--- src/rtl/codec_pkg.sv ---
package codec_pkg;

  // ---------------------------------------------------------------
  // sizes and reset values
  // ---------------------------------------------------------------
  localparam int BYTE_W = 8; // parallel byte width
  localparam int CODE_W = 10; // transmission character width
  localparam int FIFO_W = 9; // byte plus special flag
  localparam int FIFO_DEPTH = 32; // transmit buffer depth
  localparam logic [3:0] LAST_BIT = 4'h9; // last bit slot of a character
  localparam logic RD_RESET = 1'b0; // running disparity after reset: negative
  localparam logic [7:0] IDLE_BYTE = 8'hBC; // idle character, special 28.5
  localparam logic [9:0] IDLE_CODE_NEG = 10'h0FA; // idle character, negative column
  localparam logic [9:0] IDLE_CODE_POS = 10'h305; // idle character, positive column
  localparam logic [6:0] COMMA_NEG = 7'h1F; // comma pattern abcdeif 0011111
  localparam logic [6:0] COMMA_POS = 7'h60; // comma pattern abcdeif 1100000
  localparam int SPECIAL_COUNT = 12; // number of valid special characters

  // ---------------------------------------------------------------
  // code tables, negative-disparity column
  // ---------------------------------------------------------------
  // six-bit sub-blocks abcdei, indexed by EDCBA
  localparam logic [5:0] TAB6 [0:31] = '{
    6'h27, 6'h1D, 6'h2D, 6'h31, 6'h35, 6'h29, 6'h19, 6'h38,
    6'h39, 6'h25, 6'h15, 6'h34, 6'h0D, 6'h2C, 6'h1C, 6'h17,
    6'h1B, 6'h23, 6'h13, 6'h32, 6'h0B, 6'h2A, 6'h1A, 6'h3A,
    6'h33, 6'h26, 6'h16, 6'h36, 6'h0E, 6'h2E, 6'h1E, 6'h2B};
  // four-bit sub-blocks fghj for data, indexed by HGF
  localparam logic [3:0] TAB4_D [0:7] = '{
    4'hB, 4'h9, 4'h5, 4'hC, 4'hD, 4'hA, 4'h6, 4'hE};
  // four-bit sub-blocks fghj for special characters
  localparam logic [3:0] TAB4_K [0:7] = '{
    4'hB, 4'h6, 4'hA, 4'hC, 4'hD, 4'h5, 4'h9, 4'h7};
  // the twelve valid special character bytes
  localparam logic [7:0] SPECIAL_BYTES [0:11] = '{
    8'h1C, 8'h3C, 8'h5C, 8'h7C, 8'h9C, 8'hBC, 8'hDC, 8'hFC,
    8'hF7, 8'hFB, 8'hFD, 8'hFE};

  // ---------------------------------------------------------------
  // running disparity and encoding functions
  // ---------------------------------------------------------------
  // sub-block disparity rules
  // disparity at the end of a six-bit sub-block
  function automatic logic rd_after6(input logic rd, input logic [5:0] s);
    int ones;
    ones = $countones(s);
    if (ones > 3 || s == 6'h07)
      return 1'b1;
    else if (ones < 3 || s == 6'h38)
      return 1'b0;
    return rd;
  endfunction

  // disparity at the end of a four-bit sub-block
  function automatic logic rd_after4(input logic rd, input logic [3:0] s);
    int ones;
    ones = $countones(s);
    if (ones > 2 || s == 4'h3)
      return 1'b1;
    else if (ones < 2 || s == 4'hC)
      return 1'b0;
    return rd;
  endfunction

  // byte bits to letters
  // returns {new disparity, abcdeifghj}; byte bit 0 is A, bit 7 is H
  function automatic logic [10:0] encode(input logic [7:0] b, input logic k,
                                         input logic rd);
    logic [4:0] x;
    logic [2:0] y;
    logic kv;
    logic alt;
    logic [5:0] s6;
    logic [3:0] s4;
    logic rdm;
    x = b[4:0];
    y = b[7:5];
    kv = k && (x == 5'h1C || (y == 3'h7 && (x == 5'h17 || x == 5'h1B ||
         x == 5'h1D || x == 5'h1E)));
    s6 = (kv && x == 5'h1C) ? 6'h0F : TAB6[x];
    if (rd && ($countones(s6) != 3 || s6 == 6'h38))
      s6 = ~s6;
    rdm = rd_after6(rd, s6);
    alt = (!rdm && (x == 5'h11 || x == 5'h12 || x == 5'h14)) ||
          (rdm && (x == 5'h0B || x == 5'h0D || x == 5'h0E));
    if (kv)
      s4 = rdm ? ~TAB4_K[y] : TAB4_K[y];
    else
    begin
      s4 = (y == 3'h7 && alt) ? 4'h7 : TAB4_D[y];
      if (rdm && ($countones(s4) != 2 || s4 == 4'hC))
        s4 = ~s4;
    end
    return {rd_after4(rdm, s4), s6, s4};
  endfunction

endpackage

--- src/rtl/stream_link_if.sv ---
`timescale 1ns/1ns
`default_nettype none
// valid/ready word stream between the codec's own modules
interface stream_link_if #(parameter int WIDTH = codec_pkg::FIFO_W);
  logic [WIDTH-1:0] payload; // word carried
  logic valid; // payload present
  logic ready; // sink takes payload
  modport src (output payload, output valid, input ready);
  modport snk (input payload, input valid, output ready);
endinterface
`default_nettype wire

--- src/rtl/char_fifo.sv ---
`timescale 1ns/1ns
`default_nettype none
module char_fifo #(
  parameter int WIDTH = codec_pkg::FIFO_W,
  parameter int DEPTH = codec_pkg::FIFO_DEPTH
) (
  input wire logic clk_i, // character clock
  input wire logic rst_n_i, // asynchronous reset, active low
  stream_link_if.snk wr_port, // filling side
  stream_link_if.src rd_port // draining side
);

  // ---------------------------------------------------------------
  // storage and pointers
  // ---------------------------------------------------------------
  localparam int PW = $clog2(DEPTH); // pointer width
  localparam int CW = $clog2(DEPTH + 1); // occupancy width
  localparam logic [PW-1:0] PTR_LAST = PW'(DEPTH - 1); // last slot index
  localparam logic [CW-1:0] CNT_FULL = CW'(DEPTH); // occupancy when full

  logic [WIDTH-1:0] mem_r [0:DEPTH-1]; // word storage
  logic [PW-1:0] wr_ptr_r; // next slot to write
  logic [PW-1:0] rd_ptr_r; // oldest slot
  logic [CW-1:0] count_r; // words held
  wire push_w = wr_port.valid && wr_port.ready; // word accepted
  wire pop_w = rd_port.valid && rd_port.ready; // word drained

  // honest full and empty
  assign wr_port.ready = count_r != CNT_FULL;
  assign rd_port.valid = count_r != '0;
  assign rd_port.payload = mem_r[rd_ptr_r];

  // write the accepted word
  always_ff @(posedge clk_i)
  begin
    if (push_w)
      mem_r[wr_ptr_r] <= wr_port.payload;
  end

  // pointers wrap at the depth, occupancy follows push and pop
  always_ff @(posedge clk_i or negedge rst_n_i)
  begin
    if (!rst_n_i)
    begin
      wr_ptr_r <= '0;
      rd_ptr_r <= '0;
      count_r <= '0;
    end
    else
    begin
      if (push_w)
        wr_ptr_r <= (wr_ptr_r == PTR_LAST) ? '0 : wr_ptr_r + 1'b1;
      if (pop_w)
        rd_ptr_r <= (rd_ptr_r == PTR_LAST) ? '0 : rd_ptr_r + 1'b1;
      if (push_w && !pop_w)
        count_r <= count_r + 1'b1;
      else if (pop_w && !push_w)
        count_r <= count_r - 1'b1;
    end
  end

endmodule
`default_nettype wire

--- src/rtl/char_decoder.sv ---
`timescale 1ns/1ns
`default_nettype none
module char_decoder (
  input wire logic clk_i, // character clock
  input wire logic rst_n_i, // asynchronous reset, active low
  input wire logic strobe_i, // a framed character is present
  input wire logic [9:0] code_i, // framed character abcdeifghj
  output logic [7:0] data_o, // decoded byte
  output logic special_char_flag_o, // decoded byte is a special character
  output logic violation_o, // character absent from its column
  output logic valid_o // one-cycle pulse per decoded character
);

  // ---------------------------------------------------------------
  // column search for the current receive disparity
  // ---------------------------------------------------------------
  logic rd_r; // receive running disparity
  logic hit_w; // character found in the column
  logic hit_k_w; // found among the special characters
  logic [7:0] hit_byte_w; // byte that encodes to the character
  logic [10:0] probe_w; // scratch encoder result

  // column search
  always_comb
  begin
    hit_w = 1'b0;
    hit_k_w = 1'b0;
    hit_byte_w = 8'h00;
    probe_w = '0;
    for (int i = 0; i < 256; i++)
    begin
      probe_w = codec_pkg::encode(8'(i), 1'b0, rd_r);
      if (!hit_w && probe_w[9:0] == code_i)
      begin
        hit_w = 1'b1;
        hit_byte_w = 8'(i);
      end
    end
    for (int j = 0; j < codec_pkg::SPECIAL_COUNT; j++)
    begin
      probe_w = codec_pkg::encode(codec_pkg::SPECIAL_BYTES[j], 1'b1, rd_r);
      if (!hit_w && probe_w[9:0] == code_i)
      begin
        hit_w = 1'b1;
        hit_k_w = 1'b1;
        hit_byte_w = codec_pkg::SPECIAL_BYTES[j];
      end
    end
  end

  // new disparity from the received bits, valid or not
  wire rd_nxt = codec_pkg::rd_after4(codec_pkg::rd_after6(rd_r, code_i[9:4]),
                                     code_i[3:0]);

  // ---------------------------------------------------------------
  // registered result
  // ---------------------------------------------------------------
  // byte and flag together
  always_ff @(posedge clk_i or negedge rst_n_i)
  begin
    if (!rst_n_i)
    begin
      rd_r <= codec_pkg::RD_RESET;
      data_o <= 8'h00;
      special_char_flag_o <= 1'b0;
      violation_o <= 1'b0;
      valid_o <= 1'b0;
    end
    else
    begin
      valid_o <= strobe_i;
      if (strobe_i)
      begin
        // disparity follows every character
        rd_r <= rd_nxt;
        data_o <= hit_byte_w;
        special_char_flag_o <= hit_k_w;
        violation_o <= !hit_w;
      end
    end
  end

  // violation tied to the search
  property p_violation;
    @(posedge clk_i) disable iff (!rst_n_i)
    strobe_i |=> valid_o && (violation_o == !$past(hit_w));
  endproperty
  a_violation: assert property (p_violation) else $error("violation flag wrong");

endmodule
`default_nettype wire

--- src/rtl/eight_b_ten_b_char_codec.sv ---
// Overview of operation
// each byte becomes one character, sent serially
// received bits grouped by ten and decoded
// all 256 bytes accepted as data
// idle characters keep transitions on the line
// comma pattern aligns receive character boundaries
// byte bit 0 is A, bit 7 H
// a..h from A..H, i and j derived
// flag low is data, high special
// tables indexed by EDCBA and HGF values
// line order a b c d e i f g h j
// disparity per sub-block, with 000111/111000 cases
// pick column by disparity, then update it
// violation when absent; disparity updates anyway
// tables follow the standard character code
// decoded byte and flag leave together
`timescale 1ns/1ns
`default_nettype none
module eight_b_ten_b_char_codec (
  input wire logic clk_i, // character clock, one line bit per cycle
  input wire logic rst_n_i, // asynchronous reset, active low
  input wire logic [7:0] tx_data_i, // byte to send
  input wire logic tx_special_char_flag_i, // byte is a special character
  input wire logic tx_valid_i, // byte offered
  output logic tx_ready_o, // byte taken into the buffer
  output logic serial_o, // serial line out
  input wire logic serial_i, // serial line in
  output logic [7:0] rx_data_o, // received byte
  output logic rx_special_char_flag_o, // received byte is special
  output logic rx_code_violation_o, // received character invalid
  output logic rx_valid_o, // one-cycle pulse per received byte
  output logic rx_aligned_o // boundaries found by comma
);

  // ---------------------------------------------------------------
  // transmit buffer
  // ---------------------------------------------------------------
  stream_link_if #(.WIDTH(codec_pkg::FIFO_W)) fill_link (); // host to buffer
  stream_link_if #(.WIDTH(codec_pkg::FIFO_W)) drain_link (); // buffer to encoder

  // flag travels beside the byte
  assign fill_link.payload = {tx_special_char_flag_i, tx_data_i};
  assign fill_link.valid = tx_valid_i;
  assign tx_ready_o = fill_link.ready;

  // buffer of 32 words between host and serialiser
  char_fifo #(
    .WIDTH(codec_pkg::FIFO_W),
    .DEPTH(codec_pkg::FIFO_DEPTH)
  ) u_tx_fifo (
    .clk_i(clk_i),
    .rst_n_i(rst_n_i),
    .wr_port(fill_link),
    .rd_port(drain_link)
  );

  // ---------------------------------------------------------------
  // transmit encoder and serialiser
  // ---------------------------------------------------------------
  logic [3:0] bit_cnt_r; // bit slot within the character on the line
  logic [9:0] cur_code_r; // character being shifted out
  logic tx_rd_r; // transmit running disparity after the character on the line
  wire char_end_w = bit_cnt_r == codec_pkg::LAST_BIT; // last bit on the line

  // idle character when the buffer is empty
  wire [7:0] next_byte_w = drain_link.valid ? drain_link.payload[7:0]
                                            : codec_pkg::IDLE_BYTE;
  wire next_k_w = drain_link.valid ? drain_link.payload[8] : 1'b1;

  // any byte value encodes
  wire [10:0] enc_w = codec_pkg::encode(next_byte_w, next_k_w, tx_rd_r);

  // buffer drains one word per character slot
  assign drain_link.ready = char_end_w;

  // a leaves first, i sits between e and f
  assign serial_o = cur_code_r[codec_pkg::LAST_BIT - bit_cnt_r];

  // shift ten bits, then load the next character
  always_ff @(posedge clk_i or negedge rst_n_i)
  begin
    if (!rst_n_i)
    begin
      bit_cnt_r <= 4'h0;
      cur_code_r <= codec_pkg::IDLE_CODE_NEG;
      // the reset idle character starts negative and leaves disparity positive
      tx_rd_r <= ~codec_pkg::RD_RESET;
    end
    else if (char_end_w)
    begin
      bit_cnt_r <= 4'h0;
      // column chosen, disparity carried forward
      cur_code_r <= enc_w[9:0];
      tx_rd_r <= enc_w[10];
    end
    else
      bit_cnt_r <= bit_cnt_r + 4'h1;
  end

  // ---------------------------------------------------------------
  // receive deserialiser and aligner
  // ---------------------------------------------------------------
  logic [8:0] rx_sr_r; // last nine bits received
  logic [3:0] rx_cnt_r; // bit slot within the received character
  logic rx_aligned_r; // a comma has set the boundary
  wire [9:0] rx_win_w = {rx_sr_r, serial_i}; // ten most recent bits, a at top

  // comma found in abcdeif of the window
  wire comma_w = rx_win_w[9:3] == codec_pkg::COMMA_NEG ||
                 rx_win_w[9:3] == codec_pkg::COMMA_POS;

  // a character is complete every ten bits once aligned
  wire rx_strobe_w = comma_w || (rx_aligned_r && rx_cnt_r == codec_pkg::LAST_BIT);

  // shift in, count bit slots, restart the count on a comma
  always_ff @(posedge clk_i or negedge rst_n_i)
  begin
    if (!rst_n_i)
    begin
      rx_sr_r <= '0;
      rx_cnt_r <= 4'h0;
      rx_aligned_r <= 1'b0;
    end
    else
    begin
      rx_sr_r <= rx_win_w[8:0];
      // boundary set by the comma
      if (rx_strobe_w)
        rx_cnt_r <= 4'h0;
      else if (rx_cnt_r != codec_pkg::LAST_BIT)
        rx_cnt_r <= rx_cnt_r + 4'h1;
      if (comma_w)
        rx_aligned_r <= 1'b1;
    end
  end

  assign rx_aligned_o = rx_aligned_r;

  // ---------------------------------------------------------------
  // receive decoder
  // ---------------------------------------------------------------
  // search uses the same code tables as the encoder
  char_decoder u_decoder (
    .clk_i(clk_i),
    .rst_n_i(rst_n_i),
    .strobe_i(rx_strobe_w),
    .code_i(rx_win_w),
    .data_o(rx_data_o),
    .special_char_flag_o(rx_special_char_flag_o),
    .violation_o(rx_code_violation_o),
    .valid_o(rx_valid_o)
  );

  // ---------------------------------------------------------------
  // checks
  // ---------------------------------------------------------------
  property p_bit_wrap;
    @(posedge clk_i) disable iff (!rst_n_i)
    char_end_w |=> bit_cnt_r == 4'h0 ##9 char_end_w;
  endproperty
  a_bit_wrap: assert property (p_bit_wrap) else $error("character not ten bits");

  property p_first_bit;
    @(posedge clk_i) disable iff (!rst_n_i)
    char_end_w |=> serial_o == $past(enc_w[9]);
  endproperty
  a_first_bit: assert property (p_first_bit) else $error("bit a not sent first");

  property p_i_bit;
    @(posedge clk_i) disable iff (!rst_n_i)
    char_end_w |=> ##5 serial_o == $past(enc_w[4], 6);
  endproperty
  a_i_bit: assert property (p_i_bit) else $error("bit i not sixth");

  property p_rd_carry;
    @(posedge clk_i) disable iff (!rst_n_i)
    char_end_w |=> tx_rd_r == codec_pkg::rd_after4(
      codec_pkg::rd_after6($past(tx_rd_r), cur_code_r[9:4]), cur_code_r[3:0]);
  endproperty
  a_rd_carry: assert property (p_rd_carry) else $error("disparity not updated");

  property p_idle;
    @(posedge clk_i) disable iff (!rst_n_i)
    char_end_w && !drain_link.valid |=>
      cur_code_r == (($past(tx_rd_r)) ? codec_pkg::IDLE_CODE_POS : codec_pkg::IDLE_CODE_NEG);
  endproperty
  a_idle: assert property (p_idle) else $error("idle character wrong");

  property p_align;
    @(posedge clk_i) disable iff (!rst_n_i)
    comma_w |=> rx_valid_o && rx_cnt_r == 4'h0 && rx_aligned_o;
  endproperty
  a_align: assert property (p_align) else $error("comma did not align");

  property p_rx_spacing;
    @(posedge clk_i) disable iff (!rst_n_i)
    rx_valid_o && !$past(comma_w) |-> $past(rx_cnt_r) == codec_pkg::LAST_BIT;
  endproperty
  a_rx_spacing: assert property (p_rx_spacing) else $error("receive not ten bits");

  property p_data_byte;
    @(posedge clk_i) disable iff (!rst_n_i)
    rx_valid_o && !rx_code_violation_o && !rx_special_char_flag_o |->
      codec_pkg::encode(rx_data_o, 1'b0, $past(u_decoder.rd_r)) ==
      {u_decoder.rd_r, $past(rx_win_w)};
  endproperty
  a_data_byte: assert property (p_data_byte) else $error("decoded byte wrong");

endmodule
`default_nettype wire

--- config.mk ---
export PLATFORM = sky130hd
export DESIGN_NAME = eight_b_ten_b_char_codec
export DESIGN_NICKNAME = d
export VERILOG_FILES = /design/src/rtl/codec_pkg.sv /design/src/rtl/stream_link_if.sv /design/src/rtl/char_fifo.sv /design/src/rtl/char_decoder.sv /design/src/rtl/eight_b_ten_b_char_codec.sv
export SDC_FILE = /design/constraint.sdc
export NUM_CORES = 1
export LEC_CHECK = 0
export ABC_AREA = 1
export BUFFER_PORTS_ARGS = -buffer_cell sky130_fd_sc_hd__buf_4
export CAP_MARGIN = 20
export CORE_MARGIN = 2
export CORE_UTILIZATION = 58
export CTS_CLUSTER_DIAMETER = 80
export CTS_CLUSTER_SIZE = 25
export DETAILED_ROUTE_END_ITERATION = 10
export PLACE_DENSITY = 0.81
export SYNTH_ARGS = -nofsm -noshare
export SYNTH_HDL_FRONTEND = slang
export SYNTH_SLANG_ARGS = --single-unit
--- constraint.sdc ---
create_clock -name clk_i -period 15.8 [get_ports clk_i]
set_input_delay 3.16 -clock clk_i [delete_from_list [all_inputs] [get_ports clk_i]]
set_output_delay 3.16 -clock clk_i [all_outputs]
set_load 0.02 [all_outputs]
==> impl_metrics.env <==
export IMPL_grt_overflow=0
export IMPL_grt_max_degree=88
export IMPL_dpl_hpwl_um=49300
export IMPL_ys_ff_latch=345
export IMPL_place_gp_congestion=1.04
export IMPL_worstPathRequired_ns=16.27
export IMPL_p_seq_share_pct=19.2
export IMPL_hold_viol_final=0
export IMPL_synthDistinctLibCells=65
export IMPL_cp_end_kind="register"
export IMPL_drv_cap=0
export IMPL_syn_area_per_cell_um2=8.25
export IMPL_critical_path_class="primary input to register"
export IMPL_track_usage_pct=33.0
export IMPL_num_antenna_cells=0
export IMPL_cts_sinks=345
export IMPL_fin_skew_ns=0.0252
export IMPL_vdd_drop_max_mv=0.550
export IMPL_initial_core_util_pct=58.4
export IMPL_switching_power_uw=3210
export IMPL_power_frac_comb_pct=72.4
export IMPL_gr_max_usage_layer="met2"
export IMPL_dieHeight_um=204
export IMPL_critPathLaunch="serial_i"
export IMPL_path_max_fanout=5
export IMPL_syn_to_final_growth_pct=14.3
export IMPL_finalSetupViolations=10
export IMPL_clockBufferDepth=3
export IMPL_ys_flop_type="edfxtp_1"
export IMPL_io_pins=27
export IMPL_rsz0062_at_grt="yes"
export IMPL_fin_crit_ns=19.51
export IMPL_slowest_delay_ns=0.19
export IMPL_ys_seq_area_share_pct=43.7
export IMPL_slew_viol_final=0
export IMPL_grtUsageMet1_pct=46.0
export IMPL_crit_arrival_ns=19.98
export IMPL_regToRegStartpoint="u_decoder.rd_r"
export IMPL_use_met2_pct=51.9
export IMPL_stdcell_count=3577
export IMPL_cp_start_kind="primary input"
export IMPL_hold_path_startpoint="cur_code_r[6]"
export IMPL_whs_ns=0.479
export IMPL_path_clk_slew_ns=0.10
export IMPL_hold_path_class="register to register"
export IMPL_p_int_uw=3120
export IMPL_root_buffer="clkbuf_16"
export IMPL_setup_ws_ns=-3.71
export IMPL_reg2regPathDepth=142
export IMPL_post_drt_wl_per_cell_um=19.6
export IMPL_leakage_uw=0.0106
export IMPL_fmax_mhz=51.3
export IMPL_core_area_um2=39500
export IMPL_grt_pass1_vias=20567
export IMPL_status="finished, violations left"
export IMPL_die_area_um2=41400
export IMPL_syn_area_um2=23100
export IMPL_grt_pass1_wl_um=108000
export IMPL_drive_above_1_share_pct=17.2
export IMPL_dp_slack_ns=-4.21
export IMPL_ant_nets=0
export IMPL_slew_headroom_pct=22.9
export IMPL_final_nets=3125
export IMPL_crit_path_frequent_cell="nor2_4"
export IMPL_hold_depth=2
export IMPL_placed_cells=3507
export IMPL_drt_first_pass_iters=8
export IMPL_drcViolationCount=0
export IMPL_async_flop_share_pct=16.5
export IMPL_synth_edf_count=288
export IMPL_cts_buffers=18
export IMPL_crit_path_top_delay_cell="nor2_2"
export IMPL_cts_max_level=1
export IMPL_drt_wl_total_um=70300
export IMPL_vias=22113
export IMPL_swShare_pct=50.7
export IMPL_yosys_warnings=0
export IMPL_violations="negative setup slack"
export IMPL_portBuffers=26
export IMPL_powerDensity_nw_per_um2=240
export IMPL_worst_slew_pin_slew_ns=1.15
export IMPL_fin_tns_setup_ns=-35.84
export IMPL_synthCells=2799
export IMPL_vias_per_cell=6.18
export IMPL_fp_row_count=73
export IMPL_grt_util_met3_pct=6.52
export IMPL_first_iter_violations=2797
export IMPL_p_clk_share_pct=8.3
export IMPL_worstSkewPairLatency_ns=0.54
export IMPL_cts_tree="yes"
export IMPL_die_w_um=204
export IMPL_fin_crit_sh_pct=123
export IMPL_antenna_found_initial=1
export IMPL_synth_nets=2884
-- sequential cells by signal (all words and copies together), names as in the netlist, 4 cells and up --
register and count:
rx_sr_r 9, u_tx_fifo.wr_ptr_r 5, u_tx_fifo.rd_ptr_r 5, cur_code_r 10, u_decoder.data_o 8, bit_cnt_r 4, u_tx_fifo.mem_r 288, rx_cnt_r 4
u_tx_fifo.count_r 6
-- routing by layer --
layer | vias up | wire length [µm]
met5 | - | 0
met2 | 1290 | 31400
li1 | 10156 | -
met1 | 10451 | 28200
met3 | 216 | 8150
met4 | 0 | 2540
-- power by group through the flow --
stage | Sequential [µW] | Clock (µW) | Combinational, µW
2_1_floorplan | 1230 | 0 | 3760
3_3_place_gp | 1230 | 0 | 4170
3_5_place_dp | 1240 | 0 | 4450
4_1_cts | 1220 | 530 | 4490
5_1_grt | 1230 | 564 | 5110
6_report | 1220 | 529 | 4590
-- cells in the final DEF (no fill, tap or decap), types with 4 or more instances in the layout --
| cell type | n |
|---|---|
| o2111ai_1 | 20 |
| nand4_1 | 110 |
| nand2_2 | 12 |
| buf_4 | 327 |
| nand2_4 | 5 |
| o211ai_1 | 15 |
| nor3_2 | 4 |
| clkinv_1 | 7 |
| o22ai_1 | 51 |
| nor2_2 | 29 |
| ha_1 | 62 |
| edfxtp_1 | 288 |
| fa_1 | 10 |
| nand4_2 | 13 |
| nand2_1 | 316 |
| nand3_1 | 155 |
| inv_1 | 393 |
| nor3_1 | 156 |
| o41ai_1 | 14 |
| o221ai_1 | 30 |
| xnor2_1 | 6 |
| nor2_4 | 40 |
| clkbuf_1 | 9 |
| dfrtp_1 | 48 |
| nand4_4 | 31 |
| o31ai_1 | 7 |
| nor4_1 | 37 |
| nor3b_1 | 8 |
| a21oi_1 | 30 |
| dfstp_2 | 7 |
| or2_2 | 10 |
| o21ai_0 | 210 |
| inv_2 | 10 |
| nor2_1 | 487 |
| a2111oi_0 | 8 |
| clkbuf_16 | 18 |
| a31oi_1 | 12 |
| xor2_1 | 9 |
-- worst max-delay path, delay by kind of cell --
kind	cells	cell delay [ns]
and+or+nand+nor	140	16.52
buffers and inverters	2	0.14
AOI/OAI and AO/OA	1	0.12
-- cell usage after synthesis (14+ instances only) --
cell type	instances	area (µm²)
inv_1	396	1490
edfxtp_1	288	8650
nand2_1	319	1200
o211ai_1	15	113
buf_6	23	259
o41ai_1	14	123
nor2_1	490	1840
nor2_2	29	181
a21oi_1	30	150
nor2_4	37	417
nand4_1	110	688
nand4_2	31	388
nor3_1	158	791
nor4_1	37	231
dfrtp_1	50	1250
clkbuf_1	71	267
o22ai_1	51	319
o21ai_0	212	1060
o2111ai_1	20	175
nand3_1	157	786
ha_1	62	776
o221ai_1	30	263
-- through the flow --
stage	util, %	cell area, µm²	power [µW]
after floorplan	-	23200	4990
after global placement	64.3	25400	5400
after detailed placement	64.3	25400	5690
after CTS	65.9	26100	6240
after global routing	66.8	26400	6900
final	66.8	26400	6330
-- final timing paths --
kind,endpoint,slack [ns]
setup / recovery,u_decoder.violation_o,-3.71
hold / removal,cur_code_r[6],0.48
setup reg to reg,u_decoder.violation_o,-1.72
hold reg to reg,cur_code_r[6],0.48
max in group asynchronous,u_tx_fifo.rd_ptr_r[0],12.47
min in group asynchronous,u_tx_fifo.rd_ptr_r[1],2.72
-- cell families after synthesis --
logic type | share of synthesized area [%]
flops | 43.7
compound gates | 11.1
fa+ha+maj | 4.23
buf+inv | 9.57
xor+xnor | 0.639
simple gates | 30.8
-- layout make-up --
| type | instances | area [µm²] |
|---|---|---|
| Inverter | 413 | 1570 |
| Multi-Input combinational cell | 1932 | 11000 |
| Clock buffer | 27 | 484 |
| Clock inverter | 5 | 76.3 |
| Timing Repair Buffer | 330 | 2510 |
| Fill cell | 3129 | 13100 |
| Sequential cell | 345 | 10100 |
| Tap cell | 525 | 657 |
-- timing repair --
| action | 4_1_cts | 5_1_grt |
|---|---|---|
| setup buffers | 8 | 30 |
| gates resized for setup | 2 | 26 |
| gates cloned | 0 | 0 |
| hold buffers | 0 | 0 |
| pin swaps | 1 | 19 |
| endpoints found under the setup margin | 10 | 10 |
Note: power is estimated with default switching activity, not from simulation.
